--- src/common/ftwac_consts.vh ---
// Constants for the shared tag word and SIMD alias control block.
// Assumes inclusion by bare name from design and verification files.
`ifndef FTWAC_CONSTS_VH
`define FTWAC_CONSTS_VH
// Tag encodings
`define FTWAC_TAG_VALID 2'h0
`define FTWAC_TAG_ZERO 2'h1
`define FTWAC_TAG_SPECIAL 2'h2
`define FTWAC_TAG_EMPTY 2'h3
// Reset values
`define FTWAC_TAGS_RST 16'hFFFF
`define FTWAC_TOP_RST 3'h0
// Register image fields
`define FTWAC_EXP_HI 79
`define FTWAC_EXP_LO 64
`define FTWAC_MANT_HI 63
`define FTWAC_EXP_ONES 16'hFFFF
// Exception codes on the fault port
`define FTWAC_EXC_NONE 3'h0
`define FTWAC_EXC_UD 3'h1
`define FTWAC_EXC_NM 3'h2
`define FTWAC_EXC_MF 3'h3
`define FTWAC_EXC_MEM 3'h4
// Operation codes on the command port
`define FTWAC_OP_SIMD 4'h0
`define FTWAC_OP_CLEAR 4'h1
`define FTWAC_OP_FP 4'h2
`define FTWAC_OP_SAVE 4'h3
`define FTWAC_OP_SAVE_NW 4'h4
`define FTWAC_OP_ENV_ST 4'h5
`define FTWAC_OP_XSAVE 4'h6
`define FTWAC_OP_RESTORE 4'h7
`define FTWAC_OP_ENV_LD 4'h8
`define FTWAC_OP_XRESTORE 4'h9
// AXI4-Lite register offsets
`define FTWAC_A_CTRL 4'h0
`define FTWAC_A_TAGS 4'h4
`define FTWAC_A_STAT 4'h8
`define FTWAC_A_MASK 4'hC
// Control register fields
`define FTWAC_CTRL_EM 0
`define FTWAC_CTRL_TS 1
`define FTWAC_CTRL_AC 2
// Status bits: 0 ud, 1 nm, 2 mf, 3 mem fault, 4 save done
`define FTWAC_ST_W 5
`define FTWAC_AXI_OKAY 2'h0
`define FTWAC_AXI_SLVERR 2'h2
`endif

--- src/verilog/ftwac_tag_alias.v ---
// Live tag word, stack top and SIMD alias control with an AXI4-Lite slave.
// Assumes a core issuing one op per cmd_valid pulse, with register values
// supplied on fp_reg_val and the saved tag image on mem_tag_in.
// Timing overview
// - A command is taken on a rising edge where clk_en and cmd_valid are high.
// - cmd_done and cmd_exc answer on that same edge and stand for one cycle.
// - Pulse outputs (image write, save, load, vector) share that cycle.
// - live_tags and stack_top trail the internal word by one more cycle,
//   so a consumer sees the new tags two edges after the command.
// - Back-to-back commands are legal; each sees the word left by the last.
//
// Exceptions
// - Only SIMD-class ops are screened; ordinary FP and save or restore
//   ops never fault here, their faults belong to other logic.
// - Priority is emulation, task switch, pending error, memory.
// - A faulted op has no effect on tags, top or register writes, so the
//   core may simply reissue it once the handler has run.
//
// Register bus
// - Write address and data are latched in either order; the response
//   follows one cycle after both are held.
// - The tag word is read-only; a write to it answers with an error.
// - Status bits are sticky and cleared by writing ones; an event in the
//   same cycle as its clear keeps the bit set, so no event is lost.
// - irq is registered and trails the status word by one cycle.
//
// Limitations
// - Register classification is combinational over all eight values,
//   which costs area but keeps save and restore single-cycle.
// - clk_en low freezes every flop, bus handshakes included.
//
// Decided for this implementation: the AXI4-Lite slave port and the placing of the registers.
`timescale 1ns/1ps
`default_nettype none
`include "ftwac_consts.vh"
module ftwac_tag_alias (
  // Clock, reset, enable
  input wire aclk,
  input wire aresetn,
  input wire clk_en,
  // Core command port
  input wire cmd_valid,
  input wire [3:0] cmd_op,
  input wire [7:0] cmd_mod_mask,
  input wire [7:0] cmd_mod_empty,
  input wire cmd_simd_wr,
  input wire [2:0] cmd_simd_reg,
  input wire [63:0] cmd_simd_data,
  input wire cmd_mem_fault,
  input wire cmd_misaligned,
  input wire fp_err_pending,
  input wire fp_flags_in_use,
  // Physical register contents, eight by 80 bits
  input wire [639:0] fp_reg_val,
  // Saved tag image from memory
  input wire [15:0] mem_tag_in,
  // Results to core and memory
  output reg cmd_done,
  output reg [2:0] cmd_exc,
  output reg fp_flags_touch,
  output reg mem_tag_we,
  output reg [15:0] mem_tag_out,
  output reg state_save_req,
  output reg state_load_req,
  output reg vec_state_req,
  output reg [15:0] live_tags,
  output reg [2:0] stack_top,
  output reg reg_wr_en,
  output reg [2:0] reg_wr_idx,
  output reg [79:0] reg_wr_data,
  // AXI4-Lite slave
  input wire [3:0] s_axi_awaddr,
  input wire s_axi_awvalid,
  output reg s_axi_awready,
  input wire [31:0] s_axi_wdata,
  input wire [3:0] s_axi_wstrb,
  input wire s_axi_wvalid,
  output reg s_axi_wready,
  output reg [1:0] s_axi_bresp,
  output reg s_axi_bvalid,
  input wire s_axi_bready,
  input wire [3:0] s_axi_araddr,
  input wire s_axi_arvalid,
  output reg s_axi_arready,
  output reg [31:0] s_axi_rdata,
  output reg [1:0] s_axi_rresp,
  output reg s_axi_rvalid,
  input wire s_axi_rready,
  // Interrupt
  output reg irq
);

  // Exponent all clear or all set, or a clear integer bit, counts as
  // special; only a clear exponent with a clear fraction is zero.
  // The sign bit plays no part in the class.
  // Classify one 80-bit register: zero, special or nonzero
  function [1:0] ftwac_classify;
    input [79:0] v;
    begin
      if (v[78:64] == 15'h0000 && v[63:0] == 64'h0000000000000000) begin
        ftwac_classify = `FTWAC_TAG_ZERO;
      end else if (v[78:64] == 15'h7FFF || v[78:64] == 15'h0000 || !v[63]) begin
        ftwac_classify = `FTWAC_TAG_SPECIAL;
      end else begin
        ftwac_classify = `FTWAC_TAG_VALID;
      end
    end
  endfunction

  // Control, status and mask live here; the tag word and top are
  // shared with the command path and read back on the bus.
  // Software registers
  reg [2:0] ctrl_r; // Emulation, task switched, alignment check
  reg [4:0] stat_r; // Sticky events
  reg [4:0] mask_r; // Interrupt mask
  reg [15:0] tags_r; // Live tag word
  reg [2:0] top_r;
  // Write channel latches, taken in either order
  reg aw_got_r;
  reg w_got_r;
  reg [3:0] aw_addr_r;
  reg [31:0] w_data_r;
  reg [3:0] w_strb_r;

  // One classifier per physical register; the save path looks at the
  // live empty marks, the restore path at the marks of the image.
  // Both results are ready every cycle, whichever op comes.
  // Per-field next tags for save and restore
  wire [15:0] saved_img; // Computed image
  wire [15:0] restored; // Recomputed live tags
  genvar gi;
  generate
    for (gi = 0; gi < 8; gi = gi + 1) begin : g_tag
      wire [1:0] cls;
      assign cls = ftwac_classify(fp_reg_val[gi*80 +: 80]);
      assign saved_img[gi*2 +: 2] = (tags_r[gi*2 +: 2] == `FTWAC_TAG_EMPTY) ?
        `FTWAC_TAG_EMPTY : cls;
      assign restored[gi*2 +: 2] = (mem_tag_in[gi*2 +: 2] == `FTWAC_TAG_EMPTY) ?
        `FTWAC_TAG_EMPTY : cls;
    end
  endgenerate

  // FP op next tags: only modified fields change
  reg [15:0] fp_tags;
  integer k;
  always @* begin
    fp_tags = tags_r;
    for (k = 0; k < 8; k = k + 1) begin
      if (cmd_mod_mask[k]) begin
        fp_tags[k*2 +: 2] = cmd_mod_empty[k] ? `FTWAC_TAG_EMPTY : `FTWAC_TAG_VALID;
      end
    end
  end

  // Unknown op codes fall through every class and leave state alone,
  // apart from the done pulse and the fp_flags_touch pulse.
  // Op class decode
  wire is_simd = (cmd_op == `FTWAC_OP_SIMD) || (cmd_op == `FTWAC_OP_CLEAR);
  wire is_save = (cmd_op == `FTWAC_OP_SAVE) || (cmd_op == `FTWAC_OP_SAVE_NW) ||
    (cmd_op == `FTWAC_OP_ENV_ST) || (cmd_op == `FTWAC_OP_XSAVE);
  wire is_rest = (cmd_op == `FTWAC_OP_RESTORE) || (cmd_op == `FTWAC_OP_ENV_LD) ||
    (cmd_op == `FTWAC_OP_XRESTORE);
  wire is_vec = (cmd_op == `FTWAC_OP_XSAVE) || (cmd_op == `FTWAC_OP_XRESTORE);

  // Control bits are read from the registered copy, so a bus write
  // takes effect on ops issued after its response.
  // Alignment faults are only reported while checking is enabled.
  // SIMD exception priority: emulation, task switch, pending error, memory
  reg [2:0] exc_sel;
  always @* begin
    exc_sel = `FTWAC_EXC_NONE;
    if (is_simd) begin
      if (ctrl_r[`FTWAC_CTRL_EM]) begin
        exc_sel = `FTWAC_EXC_UD;
      end else if (ctrl_r[`FTWAC_CTRL_TS]) begin
        exc_sel = `FTWAC_EXC_NM;
      end else if (fp_err_pending) begin
        exc_sel = `FTWAC_EXC_MF;
      end else if (cmd_mem_fault || (cmd_misaligned && ctrl_r[`FTWAC_CTRL_AC])) begin
        exc_sel = `FTWAC_EXC_MEM;
      end
    end
  end

  // Events fire on the taking edge, so status leads cmd_done by nothing
  // and irq follows one cycle later.
  // Event pulses for status
  wire cmd_go = clk_en && cmd_valid;
  wire [4:0] ev;
  assign ev[0] = cmd_go && exc_sel == `FTWAC_EXC_UD;
  assign ev[1] = cmd_go && exc_sel == `FTWAC_EXC_NM;
  assign ev[2] = cmd_go && exc_sel == `FTWAC_EXC_MF;
  assign ev[3] = cmd_go && exc_sel == `FTWAC_EXC_MEM;
  assign ev[4] = cmd_go && is_save;

  // All command outputs are flops. Pulses fall back low every enabled
  // cycle; held values (image, write index and data) keep their last
  // contents so a slow consumer can still read them.
  // The tag word is rewritten whole in one edge, never field by field
  // except for the ordinary FP op mask.
  // Command execution
  always @(posedge aclk) begin
    if (!aresetn) begin
      tags_r <= `FTWAC_TAGS_RST;
      top_r <= `FTWAC_TOP_RST;
      cmd_done <= 1'b0;
      cmd_exc <= `FTWAC_EXC_NONE;
      fp_flags_touch <= 1'b0;
      mem_tag_we <= 1'b0;
      mem_tag_out <= 16'h0000;
      state_save_req <= 1'b0;
      state_load_req <= 1'b0;
      vec_state_req <= 1'b0;
      reg_wr_en <= 1'b0;
      reg_wr_idx <= 3'h0;
      reg_wr_data <= 80'h0;
      live_tags <= `FTWAC_TAGS_RST;
      stack_top <= `FTWAC_TOP_RST;
    end else if (clk_en) begin
      // Pulses default low
      cmd_done <= cmd_valid;
      cmd_exc <= cmd_valid ? exc_sel : `FTWAC_EXC_NONE;
      mem_tag_we <= 1'b0;
      state_save_req <= 1'b0;
      state_load_req <= 1'b0;
      vec_state_req <= 1'b0;
      reg_wr_en <= 1'b0;
      // SIMD ops never report flag changes
      fp_flags_touch <= cmd_valid && !is_simd && fp_flags_in_use;
      if (cmd_valid) begin
        if (is_simd && exc_sel == `FTWAC_EXC_NONE) begin
          // A faulted SIMD op leaves state alone; a retried one after the
          // error handler returns lands here with full effect
          top_r <= 3'h0;
          // Tags never gate SIMD data
          tags_r <= (cmd_op == `FTWAC_OP_CLEAR) ? `FTWAC_TAGS_RST : 16'h0000;
          if (cmd_op == `FTWAC_OP_SIMD && cmd_simd_wr) begin
            reg_wr_en <= 1'b1;
            reg_wr_idx <= cmd_simd_reg;
            reg_wr_data <= {`FTWAC_EXP_ONES, cmd_simd_data};
          end
        end else if (is_save) begin
          mem_tag_we <= 1'b1;
          mem_tag_out <= saved_img;
          state_save_req <= cmd_op != `FTWAC_OP_ENV_ST;
          vec_state_req <= is_vec;
          tags_r <= `FTWAC_TAGS_RST;
        end else if (is_rest) begin
          tags_r <= restored;
          state_load_req <= cmd_op != `FTWAC_OP_ENV_LD;
          vec_state_req <= is_vec;
        end else if (cmd_op == `FTWAC_OP_FP) begin
          tags_r <= fp_tags;
        end
      end
      live_tags <= tags_r;
      stack_top <= top_r;
    end
  end

  // Ready is a one-cycle pulse after valid is seen, which costs a cycle
  // per beat but keeps the slave free of combinational paths from the
  // master. Only the low strobe matters, as every field fits one byte.
  // A new address or data beat can be latched while a response is pending;
  // it commits only once bvalid has dropped.
  // AXI4-Lite write path: latch address and data independently
  wire wr_fire = aw_got_r && w_got_r && !s_axi_bvalid;
  wire wr_ok = (aw_addr_r == `FTWAC_A_CTRL) || (aw_addr_r == `FTWAC_A_STAT) ||
    (aw_addr_r == `FTWAC_A_MASK) || (aw_addr_r == `FTWAC_A_TAGS);
  always @(posedge aclk) begin
    if (!aresetn) begin
      aw_got_r <= 1'b0;
      w_got_r <= 1'b0;
      aw_addr_r <= 4'h0;
      w_data_r <= 32'h0;
      w_strb_r <= 4'h0;
      s_axi_awready <= 1'b0;
      s_axi_wready <= 1'b0;
      s_axi_bvalid <= 1'b0;
      s_axi_bresp <= `FTWAC_AXI_OKAY;
      ctrl_r <= 3'h0;
      mask_r <= 5'h00;
      stat_r <= 5'h00;
      irq <= 1'b0;
    end else if (clk_en) begin
      // Ready pulses one cycle when a slot is free
      s_axi_awready <= !aw_got_r && s_axi_awvalid && !s_axi_awready;
      s_axi_wready <= !w_got_r && s_axi_wvalid && !s_axi_wready;
      if (s_axi_awvalid && s_axi_awready) begin
        aw_got_r <= 1'b1;
        aw_addr_r <= s_axi_awaddr;
      end
      if (s_axi_wvalid && s_axi_wready) begin
        w_got_r <= 1'b1;
        w_data_r <= s_axi_wdata;
        w_strb_r <= s_axi_wstrb;
      end
      // Commit and respond; tag word is read-only, reports error
      if (wr_fire) begin
        aw_got_r <= 1'b0;
        w_got_r <= 1'b0;
        s_axi_bvalid <= 1'b1;
        s_axi_bresp <= (wr_ok && aw_addr_r != `FTWAC_A_TAGS) ? `FTWAC_AXI_OKAY :
          `FTWAC_AXI_SLVERR;
        if (aw_addr_r == `FTWAC_A_CTRL && w_strb_r[0]) begin
          ctrl_r <= w_data_r[2:0];
        end
        if (aw_addr_r == `FTWAC_A_MASK && w_strb_r[0]) begin
          mask_r <= w_data_r[4:0];
        end
      end else if (s_axi_bvalid && s_axi_bready) begin
        s_axi_bvalid <= 1'b0;
      end
      // Sticky status: a new event wins over a write-one clear
      if (wr_fire && aw_addr_r == `FTWAC_A_STAT && w_strb_r[0]) begin
        stat_r <= (stat_r & ~w_data_r[4:0]) | ev;
      end else begin
        stat_r <= stat_r | ev;
      end
      irq <= |(stat_r & mask_r);
    end
  end

  // The read address is decoded at its handshake edge; data then stands
  // with rvalid until the master takes it. Unmapped offsets read zero
  // and answer with an error.
  // AXI4-Lite read path
  always @(posedge aclk) begin
    if (!aresetn) begin
      s_axi_arready <= 1'b0;
      s_axi_rvalid <= 1'b0;
      s_axi_rdata <= 32'h0;
      s_axi_rresp <= `FTWAC_AXI_OKAY;
    end else if (clk_en) begin
      s_axi_arready <= s_axi_arvalid && !s_axi_arready && !s_axi_rvalid;
      if (s_axi_arvalid && s_axi_arready) begin
        s_axi_rvalid <= 1'b1;
        s_axi_rresp <= `FTWAC_AXI_OKAY;
        case (s_axi_araddr)
          `FTWAC_A_CTRL: s_axi_rdata <= {29'h0, ctrl_r};
          `FTWAC_A_TAGS: s_axi_rdata <= {13'h0, top_r, tags_r};
          `FTWAC_A_STAT: s_axi_rdata <= {27'h0, stat_r};
          `FTWAC_A_MASK: s_axi_rdata <= {27'h0, mask_r};
          default: begin
            s_axi_rdata <= 32'h0;
            s_axi_rresp <= `FTWAC_AXI_SLVERR;
          end
        endcase
      end else if (s_axi_rvalid && s_axi_rready) begin
        s_axi_rvalid <= 1'b0;
      end
    end
  end

endmodule // ftwac_tag_alias
`default_nettype wire

--- config.mk ---
export PLATFORM = sky130hd
export DESIGN_NAME = ftwac_tag_alias
export DESIGN_NICKNAME = d
export VERILOG_FILES = /design/src/verilog/ftwac_tag_alias.v
export VERILOG_INCLUDE_DIRS = /design/src /design/src/common
export SDC_FILE = /design/constraint.sdc
export NUM_CORES = 1
export LEC_CHECK = 0
export ABC_AREA = 1
export BUFFER_PORTS_ARGS = -buffer_cell sky130_fd_sc_hd__buf_2
export CORE_AREA = 8 8 368 370
export DETAILED_ROUTE_END_ITERATION = 8
export DIE_AREA = 0 0 376 378
export HOLD_SLACK_MARGIN = 0.06
export PLACE_DENSITY_LB_ADDON = 0.12
export SLEW_MARGIN = 5
export SYNTH_ARGS = -nofsm -noshare
export SYNTH_HDL_FRONTEND = slang
export SYNTH_SLANG_ARGS = --single-unit
--- constraint.sdc ---
create_clock -name aclk -period 4.4 [get_ports aclk]
set_clock_uncertainty 0.15 [all_clocks]
set_input_delay 0.88 -clock aclk [delete_from_list [all_inputs] [get_ports aclk]]
set_output_delay 0.88 -clock aclk [all_outputs]
set_load 0.02 [all_outputs]
==> metrics.md <==
| Metric | Value |
|---|---|
| GRT Overall Usage | `0.1060` |
| Syn Inst Count | `1648` |
| Routed len/inst | `18.37 µm` |
| Synth area leader | `dfxtp_1` |
| Critical path type | `primary input to flop` |
| Post-synthesis mux area share | `0` |
| Post-Synth Simple-Gate Area | `0.4345` |
| Fmax | `0.3475 GHz` |
| Worst path buffer plus inverter count | `2` |
| RSZ-0062 raised after global routing | `false` |
| YS warnings | `0` |
| R2R cell count | `8` |
| Core footprint | `130100 µm²` |
| Reg2reg start | `ctrl_r[2]` |
| HP Class | `flop to flop` |
| Period utilisation layout | `0.6539` |
| Reg clk slew, reported paths | `0.08 ns` |
| Crit-path cells | `buf_2 -> nand2_1 -> inv_2 -> a21oi_4 -> nand2_2 -> nor2_4 -> nand2_2 -> nand2_4 -> a21oi_1 -> or2_1 -> o21ai_1 -> nand2_1` |
| HPWL after detailed placement | `68.49 mm` |
| Final worst setup slack | `1.523 ns` |
| Sink Count | `175` |
| Final Wtd Congestion | `0.8135` |
| Worst-Margin Slew | `0.8940 ns` |
| Post-Synth Adder-Cell Area | `0` |
| H-tree Lvls | `4` |
| Initial Util | `0.07568` |
| Max-cap violations | `0` |
| Syn Area/Cell | `5.976 µm²` |
| Hold Crit Depth | `2` |
| Final #Nets | `3326` |
| DP Area | `16320 µm²` |
| Maximum vdd drop | `194.6 µV` |
| Static leakage | `8.087 nW` |
| Antenna violations before repair | `31` |
| Pwr Density | `237.8 nW/µm²` |
| Outcome | `complete, no violations` |
| Reg2Reg Setup Slack | `1.77 ns` |
| Hold_sp | `aw_addr_r[1]` |
| CP max FO | `10` |
| Final-report max-slew violation count | `0` |
| Post-Route WL | `79.03 mm` |
| Clock period minus worst slack | `2.877 ns` |
| Global-route wire length before repair | `107.5 mm` |
| Pre-CTS setup slack | `0.8350 ns` |
| Max clock buf depth | `2` |
| M3 GR Usage | `0.03253` |
| Clk_lat worst skew | `0.49 ns` |
| Number of synthesized flops with an enable pin | `0` |
| # DRC | `0` |
| Crit. End Element | `flop` |
| Worst path arrival time | `3.08 ns` |
| Die Footprint | `142100 µm²` |
| Top Usage Layer GRT | `met2` |
| Routed Antenna Nets | `0` |
| Hold Path Sink | `aw_addr_r[1]` |
| Final hold vios | `0` |
| Req. time, crit path | `4.60 ns` |
| Die Wd | `376 µm` |
| Io pins | `971` |
| Post-synthesis async set-or-reset flop share | `0` |
| Crit path largest cell delay | `0.54 ns` |
| Max_slew headroom | `0.3990` |
| Floorplan row count | `133` |
| Compound-Gate Fraction of Synth Area | `0.1328` |
| Top Family by Delay on Critical Path | `simple AND/OR/NAND/NOR gates` |
| Total power | `0.004026 W` |
| Cts hold-fix bufs | `0` |
| PortBufs | `911` |
| Top FF cell, synth | `dfxtp_1` |
| Largest family of logic cells by synthesized area | `simple AND/OR/NAND/NOR gates` |
| CTS buffer count | `17` |
| Post_cts resized | `0` |
| Met1 Use GR | `0.1278` |
| Vias in the first global route | `14404` |
| Final Cell Area | `16930 µm²` |
| Setup repair bufs after CTS | `0` |
| TritonRoute pass-1 iters | `5` |
| DR vias/cell | `3.123` |
| Synth Cell Area | `9848 µm²` |
| Total gr overflow | `0` |
| Post-synthesis cell type count | `40` |
| Crit start category | `primary input` |
| Ratio of cells with drive above 1 in the final layout | `0.3838` |
| Vias | `13430` |
| Synth area leaders | `dfxtp_1 36%, nor2_1 21%, nand2_1 15%` |
| Root Driver | `clkbuf_16` |
| Final setup fails | `0` |
| CTS tree | `built` |
| Area Growth Syn to Fin | `71.90%` |
| Area share of the largest cell type after synthesis | `0.3557` |
| R2R Path End | `reg_wr_data[22]` |
| Detailed Route Iter0 Violations | `476` |
| Largest net degree at the start of global routing | `142` |
| TNS Setup | `0 ns` |
| Xor and xnor fraction of the mapped netlist area | `0` |
| Yosys reg bits | `175` |
| Met2 Use GR | `0.1864` |
| Die H | `378 µm` |
| Post-synthesis sequential area ratio | `0.3557` |
| CP max stage cell | `a21oi_4` |
-- worst max-delay path by stage --
stage	slack, ns	cells past startpoint	start	endpoint
after global routing	1.24	11	cmd_op[3]	reg_wr_data[24]
after global placement	0.85	10	cmd_op[3]	tags_r[15]
final	1.52	12	cmd_op[0]	tags_r[0]
after CTS	1.40	12	cmd_op[0]	tags_r[0]
after floorplan	2.03	12	cmd_op[2]	tags_r[0]
after detailed placement	0.84	12	cmd_op[0]	tags_r[8]
-- metrics by stage --
stage | hold slack [ns] | instances | util
floorplan | 0.2736 | 1668 | -
global placement | 0.2881 | 4261 | 0.1254
detailed placement | 0.2875 | 4261 | 0.1254
CTS | 0.2995 | 4293 | 0.1299
global route | 0.3288 | 4295 | 0.1300
finish | 0.2973 | 4301 | 0.1301
-- power breakdown --
group / internal (W) / switching [W] / total [W]
clock network: 0.000759 / 0.000831 / 0.00159
logic: 0.000355 / 0.000440 / 0.000795
registers: 0.00162 / 0.0000250 / 0.00164
-- layer usage --
layer,wire length [µm],up-vias
met4,902,14
met1,33820,5903
met5,84,-
met3,5212,48
met2,39010,452
li1,-,7013
-- flip-flops by register name, indices dropped and copies added (netlist names), 3 cells and up --
| signal | flops |
|---|---|
| reg_wr_data | 65 |
| stat_r | 5 |
| tags_r | 16 |
| mem_tag_out | 16 |
| s_axi_rdata | 16 |
| w_data_r | 5 |
| live_tags | 16 |
| mask_r | 5 |
| cmd_exc | 3 |
| ctrl_r | 3 |
| aw_addr_r | 4 |
| reg_wr_idx | 3 |
-- final cells by class --
class | instances | area, µm²
Fill cell | 15471 | 113200
Multi-Input combinational cell | 1337 | 5670
Timing Repair Buffer | 921 | 4674
Sequential cell | 175 | 3503
Tap cell | 1755 | 2196
Clock buffer | 17 | 425.4
Inverter | 73 | 275.3
Clock inverter | 15 | 163.9
Antenna cell | 8 | 20.02
-- cells by family after synthesis --
logic type      count (synthesis)
compound gates                247
buf+inv                       156
flops                         175
simple gates                 1069
other cells                     1
-- cells in the final DEF (no fill, tap or decap), drive strengths merged --
master      n
conb       21
clkbuf     17
inv        77
nor4        1
nor3        6
diode       8
o31ai       2
nand2     399
nor2      566
o211ai      3
a22o        1
buf       921
a31oi      13
a211oi      4
o21ai     131
nand4      47
clkinv      9
nand3      44
a221oi      1
a21oi      91
o21a        1
or2         6
clkinvlp    2
dfxtp     175
-- synthesized netlist by cell type (4+ instances only) --
library cell  instances
nor2_1              562
nand2_1             395
dfxtp_1             175
o21ai_0             121
a21oi_1              88
inv_1                68
nand4_1              46
nand3_1              43
buf_4                37
clkbuf_1             30
a31oi_1              13
buf_2                 9
o21ai_1               9
nor3_1                6
a211oi_1              4
or2_0                 4
-- worst register-to-register path, stage by stage (launching register included) --
cell and delay (ns):
dfxtp_1 0.35, a21oi_1 0.35, nand3_4 0.32, clkinv_2 0.36, nand4_4 0.13, inv_2 0.36, buf_12 0.29, o21ai_0 0.16
nor2_1 0.12
Note: power is estimated with default switching activity, not from simulation.
